$ cat config.mk
export PLATFORM = sky130hd
export DESIGN_NAME = sipo_driver
export DESIGN_NICKNAME = d
export VERILOG_FILES = /design/src/sipo_driver_pkg.sv /design/src/edge_catch.sv /design/src/sipo_driver.sv
export VERILOG_INCLUDE_DIRS = /design/src
export SDC_FILE = /design/constraint.sdc
export NUM_CORES = 1
export LEC_CHECK = 0
export BUFFER_PORTS_ARGS = -buffer_cell sky130_fd_sc_hd__buf_4
export CORE_MARGIN = 2
export CORE_UTILIZATION = 35
export CTS_BUF_LIST = sky130_fd_sc_hd__clkbuf_4
export DETAILED_ROUTE_END_ITERATION = 8
export GPL_TIMING_DRIVEN = 0
export MAX_ROUTING_LAYER = met4
export PLACE_DENSITY = 0.52
export SETUP_SLACK_MARGIN = 0.05
export SLEW_MARGIN = 25
export SYNTH_ARGS = -nofsm -noshare
export SYNTH_HDL_FRONTEND = slang
export SYNTH_SLANG_ARGS = --single-unit
$ cat constraint.sdc
create_clock -name clock -period 1.5 [get_ports clock]
set_clock_uncertainty 0.15 [all_clocks]
set_input_delay 0.075 -clock clock [delete_from_list [all_inputs] [get_ports clock]]
set_output_delay 0.075 -clock clock [all_outputs]
set_load 0.02 [all_outputs]
$ cat src/sipo_driver_map.svh
// Constant map for the serial-in parallel-out open-drain driver
`ifndef SIPO_DRIVER_MAP_SVH
`define SIPO_DRIVER_MAP_SVH
`define STAGE_COUNT     12
`define STAGE_MSB       11
`define LAST_STAGE      11
`define STAGE_ZERO      12'h000
`define STAGE_ONES      12'hFFF
`define FRAME_BITS      4'hC
`define FRAME_CNT_ZERO  4'h0
`define FRAME_CNT_ONE   4'h1
`endif

$ cat src/sipo_driver_pkg.sv
// Types shared by the serial-in parallel-out driver files
package sipo_driver_pkg;
  typedef logic [11:0] stage_word_t;
  typedef enum logic [1:0]
  {
    FILL_EMPTY   = 2'h0,
    FILL_PARTIAL = 2'h1,
    FILL_FULL    = 2'h2,
    FILL_LATCHED = 2'h3
  } fill_state_t;
endpackage

$ cat src/edge_catch.sv
// Rising-edge detector for a pin sampled on the system clock
module edge_catch
(
  input  wire logic clock,
  input  wire logic rst,
  input  wire logic clock_en,
  input  wire logic level_in,
  output logic      rise_pulse,
  output logic      level_now
);
  logic last_reg;
  logic last_next;

  always_comb
  begin
    last_next = last_reg;
    if (clock_en)
    begin
      last_next = level_in;
    end
  end

  always_ff @(posedge clock)
  begin
    if (rst)
    begin
      last_reg <= 1'b0;
    end
    else
    begin
      last_reg <= last_next;
    end
  end

  // Pins are synchronous to the clock, so the raw level may be compared directly
  assign rise_pulse = clock_en & level_in & ~last_reg;
  assign level_now  = level_in;
endmodule

$ cat src/sipo_driver.sv
// Twelve-stage serial-in parallel-out driver with open-drain outputs
`include "sipo_driver_map.svh"

module sipo_driver
(
  input  wire logic        clock,
  input  wire logic        rst,
  input  wire logic        clock_en,
  input  wire logic        serial_data,
  input  wire logic        shift_clock,
  input  wire logic        latch_strobe,
  input  wire logic        output_enable_n,
  input  wire logic        output_enable_n_driven,
  output logic [11:0]      drive_outputs_out,
  output logic [11:0]      drive_outputs_oe,
  output logic             cascade_out,
  output logic             frame_valid
);

  // --------------------------------------------------------------------------
  // Pin edge detection
  // --------------------------------------------------------------------------
  logic shift_rise;
  logic latch_rise;
  logic latch_high;

  edge_catch u_shift_edge
  (
    .clock      (clock),
    .rst        (rst),
    .clock_en   (clock_en),
    .level_in   (shift_clock),
    .rise_pulse (shift_rise),
    .level_now  ()
  );

  edge_catch u_latch_edge
  (
    .clock      (clock),
    .rst        (rst),
    .clock_en   (clock_en),
    .level_in   (latch_strobe),
    .rise_pulse (latch_rise),
    .level_now  (latch_high)
  );

  // --------------------------------------------------------------------------
  // Shift and storage registers
  // --------------------------------------------------------------------------
  sipo_driver_pkg::stage_word_t shift_reg;
  sipo_driver_pkg::stage_word_t shift_next;
  sipo_driver_pkg::stage_word_t store_reg;
  sipo_driver_pkg::stage_word_t store_next;
  logic                         cascade_reg;
  logic                         cascade_next;

  function automatic sipo_driver_pkg::stage_word_t shift_in
  (
    input sipo_driver_pkg::stage_word_t word,
    input logic                         bit_in
  );
    shift_in = {word[`STAGE_MSB-1:0], bit_in};
  endfunction

  always_comb
  begin
    shift_next   = shift_reg;
    store_next   = store_reg;
    cascade_next = cascade_reg;
    if (clock_en)
    begin
      if (shift_rise)
      begin
        shift_next   = shift_in(shift_reg, serial_data);
        // Cascade follows the new last stage on the same rise as the shift
        cascade_next = shift_next[`LAST_STAGE];
      end
      // Otherwise shift_next keeps shift_reg
      // Level latch: transparent while the strobe is high, which begins at its rise.
      // The shift path never writes store_next.
      if (latch_rise || latch_high)
      begin
        store_next = shift_next;
      end
    end
  end

  // Without a reset pin the device powers up with arbitrary contents; the model
  // clears to a known value only so simulation starts clean.
  always_ff @(posedge clock)
  begin
    if (rst)
    begin
      shift_reg   <= `STAGE_ZERO;
      store_reg   <= `STAGE_ZERO;
      cascade_reg <= 1'b0;
    end
    else
    begin
      shift_reg   <= shift_next;
      store_reg   <= store_next;
      cascade_reg <= cascade_next;
    end
  end

  // --------------------------------------------------------------------------
  // Frame tracking
  // --------------------------------------------------------------------------
  sipo_driver_pkg::fill_state_t fill_reg;
  sipo_driver_pkg::fill_state_t fill_next;
  logic [3:0]                   bit_cnt_reg;
  logic [3:0]                   bit_cnt_next;

  // Only reports whether a full frame preceded the strobe; the host owns that duty
  always_comb
  begin
    fill_next    = fill_reg;
    bit_cnt_next = bit_cnt_reg;
    if (clock_en)
    begin
      case (fill_reg)
        sipo_driver_pkg::FILL_EMPTY,
        sipo_driver_pkg::FILL_PARTIAL:
        begin
          if (shift_rise)
          begin
            bit_cnt_next = bit_cnt_reg + `FRAME_CNT_ONE;
            if (bit_cnt_next == `FRAME_BITS)
            begin
              fill_next = sipo_driver_pkg::FILL_FULL;
            end
            else
            begin
              fill_next = sipo_driver_pkg::FILL_PARTIAL;
            end
          end
        end
        sipo_driver_pkg::FILL_FULL:
        begin
          if (latch_rise)
          begin
            fill_next = sipo_driver_pkg::FILL_LATCHED;
          end
        end
        sipo_driver_pkg::FILL_LATCHED:
        begin
          fill_next = sipo_driver_pkg::FILL_LATCHED;
        end
        default:
        begin
          fill_next    = sipo_driver_pkg::FILL_EMPTY;
          bit_cnt_next = `FRAME_CNT_ZERO;
        end
      endcase
    end
  end

  always_ff @(posedge clock)
  begin
    if (rst)
    begin
      fill_reg    <= sipo_driver_pkg::FILL_EMPTY;
      bit_cnt_reg <= `FRAME_CNT_ZERO;
    end
    else
    begin
      fill_reg    <= fill_next;
      bit_cnt_reg <= bit_cnt_next;
    end
  end

  // --------------------------------------------------------------------------
  // Open-drain output stage
  // --------------------------------------------------------------------------
  logic [11:0] od_oe_reg;
  logic [11:0] od_oe_next;
  logic        oe_n_eff;
  logic        valid_reg;
  logic        valid_next;

  // Undriven enable pin reads as low through the internal pull-down
  assign oe_n_eff = output_enable_n_driven & output_enable_n;

  always_comb
  begin
    od_oe_next = od_oe_reg;
    valid_next = valid_reg;
    if (clock_en)
    begin
      valid_next = (fill_next == sipo_driver_pkg::FILL_LATCHED);
      if (oe_n_eff)
      begin
        od_oe_next = `STAGE_ZERO;
      end
      else
      begin
        // Pull down where the stored bit is 0
        od_oe_next = ~store_next;
      end
    end
  end

  always_ff @(posedge clock)
  begin
    if (rst)
    begin
      od_oe_reg <= `STAGE_ZERO;
      valid_reg <= 1'b0;
    end
    else
    begin
      od_oe_reg <= od_oe_next;
      valid_reg <= valid_next;
    end
  end

  // Open-drain pins only ever drive low; the constant sits in a flop with no reset, loaded with zero on every clock
  logic [11:0] od_level_reg;

  always_ff @(posedge clock)
  begin
    od_level_reg <= `STAGE_ZERO;
  end

  assign drive_outputs_out = od_level_reg;
  assign drive_outputs_oe  = od_oe_reg;
  assign cascade_out       = cascade_reg;
  assign frame_valid       = valid_reg;

  // --------------------------------------------------------------------------
  // Checks
  // --------------------------------------------------------------------------
  property p_shift_moves;
    @(posedge clock) disable iff (rst)
      (clock_en && shift_rise) |=> (shift_reg == {$past(shift_reg[`STAGE_MSB-1:0]), $past(serial_data)});
  endproperty
  a_shift_moves: assert property (p_shift_moves)
    else $error("shift register did not take serial data");

  property p_shift_holds;
    @(posedge clock) disable iff (rst)
      !(clock_en && shift_rise) |=> $stable(shift_reg);
  endproperty
  a_shift_holds: assert property (p_shift_holds)
    else $error("shift register changed without a shift edge");

  property p_store_holds;
    @(posedge clock) disable iff (rst)
      !(clock_en && latch_high) |=> $stable(store_reg);
  endproperty
  a_store_holds: assert property (p_store_holds)
    else $error("storage changed while strobe low");

  property p_latch_copy;
    @(posedge clock) disable iff (rst)
      (clock_en && latch_rise && !shift_rise) |=> (store_reg == shift_reg);
  endproperty
  a_latch_copy: assert property (p_latch_copy)
    else $error("strobe rise did not copy shift register");

  property p_transparent;
    @(posedge clock) disable iff (rst)
      (clock_en && latch_high) [*2] |=> (store_reg == shift_reg);
  endproperty
  a_transparent: assert property (p_transparent)
    else $error("storage not renewed while strobe high");

  property p_disabled;
    @(posedge clock) disable iff (rst)
      (clock_en && oe_n_eff) |=> (drive_outputs_oe == `STAGE_ZERO);
  endproperty
  a_disabled: assert property (p_disabled)
    else $error("output driven while enable high");

  property p_enabled;
    @(posedge clock) disable iff (rst)
      (clock_en && !oe_n_eff) |=> (drive_outputs_oe == ~store_reg) && (drive_outputs_out == `STAGE_ZERO);
  endproperty
  a_enabled: assert property (p_enabled)
    else $error("outputs do not follow storage");

  property p_cascade;
    @(posedge clock) disable iff (rst)
      (clock_en && shift_rise) |=> (cascade_out == shift_reg[`LAST_STAGE]);
  endproperty
  a_cascade: assert property (p_cascade)
    else $error("cascade output not last stage");

  property p_pulldown;
    @(posedge clock) disable iff (rst)
      (clock_en && !output_enable_n_driven) |=> (drive_outputs_oe == ~store_reg);
  endproperty
  a_pulldown: assert property (p_pulldown)
    else $error("undriven enable did not enable outputs");

endmodule

Word level (Yosys, flattened, before mapping) --
Cells that the tools add are included.
Cells by class: add/sub/neg operators 1, equality and inequality tests 5, muxes and demuxes 9, bitwise gates (word level) 8, reductions and logical operators 5
Operators by type and width (count):
- $mux 12 | 4
- $not 12->12 | 1
- $mux 2 | 4
- $eq 2x2->1 const B | 3
- $pmux 2 s3 | 1
- $and 1x1->1 | 5
- $add 4x1->4 const B | 1
- $eq 4x4->1 const B | 1
- $reduce_and 3->1 | 1
- $eq 2x1->1 const B | 1
- $logic_not 2->1 | 1
- $not 1->1 | 2
- $reduce_and 2->1 | 1
- $reduce_or 2->1 | 1
- $logic_or 1x1->1 | 1
Word-level totals: register bits 46, input bits 8, output and inout bits 26, logic and storage cells 37

Logic depth before layout (Yosys ltp) --
depth after elaboration 7, depth in mapped cells 5, mapped depth without buffers 4

By module --
A second synthesis with hierarchy kept.
Unflattened totals: cell total of the unflattened synthesis 198, area, all modules 1946.9 um^2
By module, submodules not included:
- sipo_driver | times used 1, cells each 186, area an instance 1846.8 um^2, sequential area each 880.8 um^2
- edge_catch | times used 2, cells each 6, area an instance 50.0 um^2, sequential area each 20.0 um^2

Worst setup path after synthesis --
Ideal clock, no wire load.
kind reg-to-reg, start register u_shift_edge.last_reg, end register od_oe_reg[0] (netlist: drive_outputs_oe[0]), setup time 122 ps, data arrival time 1093 ps, required time 1228 ps, path slack 135 ps, stages on the path, launching flop included 5, path through dfxtp_1 > nand2b_1 > buf_4 > mux2i_1 > a221o_1
Between the ends: cells in the longest elaborated chain, start to end 7
RTL lines:
- start: declaration | line edge_catch.sv:11 | logic last_reg;
- start signal: assignment | line edge_catch.sv:31 | last_reg <= last_next;
- $not 1->1 | line edge_catch.sv:36 | assign rise_pulse = clock_en & level_in & ~last_reg;
- $and 1x1->1 | line edge_catch.sv:36
- $mux 12 | line sipo_driver.sv:72 | if (shift_rise)
- $mux 12 | line sipo_driver.sv:81 | if (latch_rise || latch_high)
- $mux 12 | line sipo_driver.sv:70 | if (clock_en)
- $not 12->12 | line sipo_driver.sv:198 | od_oe_next = ~store_next;
- $mux 12 | line sipo_driver.sv:191 | if (oe_n_eff)
- end signal: assignment | line sipo_driver.sv:207 | od_oe_reg <= `STAGE_ZERO;
- end signal: assignment | line sipo_driver.sv:212 | od_oe_reg <= od_oe_next;
- end: declaration | line sipo_driver.sv:175 | logic [11:0] od_oe_reg;
Every way passes these cells. A chain may end at the register's enable or synchronous reset.

Final worst setup path --
start input port shift_clock, end register od_oe_reg[1] (netlist: drive_outputs_oe[1])
Between the ends: cells in the longest elaborated chain, start to end 7
RTL lines:
- start: declaration | line sipo_driver.sv:10 | input wire logic shift_clock,
- $and 1x1->1 (2 in series) | line edge_catch.sv:36
- $mux 12 | line sipo_driver.sv:72
- $mux 12 | line sipo_driver.sv:81
- $mux 12 | line sipo_driver.sv:70
- $not 12->12 | line sipo_driver.sv:198
- $mux 12 | line sipo_driver.sv:191
Every way passes these cells.

==> flow_metrics.tcl <==
set metrics [dict create \
    status "finished clean" \
    wl_met1_um 2150 \
    nNetsFinal 269 \
    track_usage 0.146 \
    hold_class "primary input to flop" \
    coreArea_um2 5440 \
    num_rows 27 \
    final_antenna_net_count 0 \
    seq_power_share 0.503 \
    path_class "primary input to flop" \
    gr-total-overflow 0 \
    period_share 0.937 \
    cts_buffer_depth 2 \
    clock-sinks 46 \
    synthesis.area_um2 1940 \
    yosysWarnings 0 \
    maxSlewViolCount 0 \
    drive_gt1_frac 0.215 \
    num_antenna_cells 0 \
    grt_pass1_vias 1401 \
    root_buffer "clkbuf_4" \
    rrSetupSlack_ns 0.10 \
    dpl_cell_area_um2 2220 \
    dp_cells 313 \
    r2r_start "u_shift_edge.last_reg$_SDFFE_PP0P_" \
    top_layer "met4" \
    drtPass1Iterations 4 \
    cap_violations 0 \
    grt_first_pass_wirelength_um 6810 \
    hold_ws_ns 0.0158 \
    power.internal_mw 1.97 \
    critPathLaunchType "primary input" \
    io_pins 34 \
    max_freq_mhz 711 \
    drc 0 \
    fin_setup_tns_ns 0 \
    synthToLayoutAreaGrowth_pct 26.0 \
    die_w_um 78.5 \
    met2_length_um 1910 \
    p_comb_frac 0.143 \
    htreeDepth 2 \
    swShare 0.245 \
    hold_viol 0 \
    cts_tree "built" \
    crit_start "shift_clock" \
    start_util 0.357 \
    wirelength_um 4270 \
    synth_seq_area_share 0.475 \
    gp_congestion 0.745 \
    worstPathArrival_ns 1.52 \
    finalSetupViolCount 0 \
    place_ws_ns 0.0172 \
    required_ns 1.61 \
    crit_fanout 5 \
    antenna_found_initial 0 \
    power_leakage_nw 1.01 \
    cp-endpoint "drive_outputs_oe[1]$_SDFFE_PP0P_" \
    vias 1574 \
    die_y_um 78.5 \
    min_period_ns 1.41 \
    irDropWorstVdd_mv 0.384 \
    dp_hpwl_um 2910 \
    setup.worst_path.end_class "flop" \
    grt_max_degree 15 \
    wl_per_cell_um 12.8 \
    clk_pin_slew_worst_paths_ns 0.14 \
    clkPwrFrac 0.353 \
    dieArea_um2 6160 \
    rsz0062_at_grt "false" \
    rr_endpoint "drive_outputs_oe[1]$_SDFFE_PP0P_" \
    cts_made_buffers 5 \
    drt_iter0_drc 63 \
    rr_worst_depth 4 \
    powerDensity_nw_per_um2 1070 \
    p_sw_uw 639 \
    clock_latency_ns 0.35 \
    ys_types 30 \
    vias_per_cell 4.73 \
    synth_seq_cells 46 \
    finalInstanceArea_um2 2450 \
    finalNonFillerCells 333 \
    met3WireLength_um 163 \
    io_buffers 20 \
    syn_avg_cell_area_um2 9.24 \
    fin_ws_ns 0.0942 \
    synth_cells 210 \
]
==> area by class of cell <==
type,count,area [um^2]
fillers,539,2990
clock inverters,3,63.8
plain buffers,27,170
flip-flops and latches,46,922
clock buffers,5,37.5
inverters,1,3.75
repair buffers,32,258
well taps,72,90.1
multi-input cells,147,901
==> per-stage QoR <==
stage          total power, mW   util
2_1_floorplan             1.58      -
3_3_place_gp              1.68  0.409
3_5_place_dp              1.69  0.409
4_1_cts                   2.62  0.443
5_1_grt                   2.72  0.450
6_report                  2.61  0.450
==> layer usage <==
metal,vias to the layer above,GRT usage
met2,28,0.226
met3,2,0.0333
met5,-,-
met1,721,0.188
met4,0,0.0526
li1,823,-
==> cells by family after synthesis <==
group | synth area share
other | 0.00193
muxes | 0.0722
adders and majority gates | 0.00645
xor gates and xnor gates | 0.00451
and+or+nand+nor | 0.167
DFF | 0.475
buffers and inverters | 0.0870
AOI/OAI and AO/OA | 0.186
==> power groups by stage <==
stage	Clock (mW)	Sequential [mW]	Combinational, mW
3_3_place_gp	0	1.34	0.344
3_5_place_dp	0	1.34	0.345
2_1_floorplan	0	1.37	0.206
5_1_grt	0.995	1.32	0.408
4_1_cts	0.939	1.31	0.364
6_report	0.920	1.31	0.374
==> worst min-delay path by stage <==
stage | cells past startpoint | startpoint | slack, ns | end
6_report | 3 | rst | 0.02 | drive_outputs_oe[3]$_SDFFE_PP0P_
3_5_place_dp | 2 | rst | 0.19 | store_reg[0]$_SDFF_PP0_
4_1_cts | 3 | rst | 0.002 | drive_outputs_oe[3]$_SDFFE_PP0P_
2_1_floorplan | 2 | serial_data | 0.06 | shift_reg[0]$_SDFFE_PP0P_
5_1_grt | 3 | rst | 0.03 | drive_outputs_oe[3]$_SDFFE_PP0P_
3_3_place_gp | 2 | rst | 0.19 | store_reg[1]$_SDFF_PP0_
==> critical path, stage by stage <==
cell and delay [ns]:
dlygate4sd3_1 0.53, buf_4 0.16, nand2b_4 0.08, buf_2 0.19, mux2i_1 0.14, a221o_1 0.33
==> cells in the final DEF (no fill, tap or decap), drive strengths merged, types with 2 or more instances in the layout <==
cell,instances
bufinv,2
a21oi,18
nand2b,4
o21ai,2
nand3,2
dlygate4sd3,8
a211oi,13
nor3,11
a221o,11
nand2,27
buf,43
nor2,18
clkbuf,13
a21o,2
conb,12
dfxtp,46
mux2i,14
==> synth_stat cells <==
library cell / instances / share of area
nor3_1: 11 / 0.028
buf_2: 3 / 0.0077
clkbuf_1: 8 / 0.015
a211oi_1: 13 / 0.050
dfxtp_1: 46 / 0.47
and2_1: 1 / 0.0032
and3b_1: 1 / 0.0045
nand3b_4: 1 / 0.010
o21ai_0: 2 / 0.0052
mux2i_1: 14 / 0.072
ha_1: 1 / 0.0064
nor2_1: 18 / 0.035
xnor2_1: 1 / 0.0045
a41oi_1: 1 / 0.0045
inv_1: 1 / 0.0019
nand2b_1: 4 / 0.013
and4bb_2: 1 / 0.0064
buf_4: 16 / 0.062
nand2_1: 27 / 0.052
o2bb2ai_1: 1 / 0.0045
and4b_1: 1 / 0.0052
a221o_1: 11 / 0.057
conb_1: 1 / 0.0019
o22ai_1: 1 / 0.0032
a21o_1: 2 / 0.0077
a21oi_1: 18 / 0.046
o31ai_1: 1 / 0.0039
nand3_1: 2 / 0.0052
o211ai_1: 1 / 0.0039
or4_1: 1 / 0.0039
==> what timing repair did <==
| action | in CTS | in global routing |
|---|---|---|
| hold endpoints to repair | 11 | 0 |
| gates cloned | 0 | 1 |
| setup endpoints to repair | 16 | 25 |
| gates resized for setup | 2 | 4 |
| pin swaps | 0 | 0 |
| hold buffers | 8 | 0 |
| setup buffers | 0 | 3 |
Power figures use the tool's default switching activity.
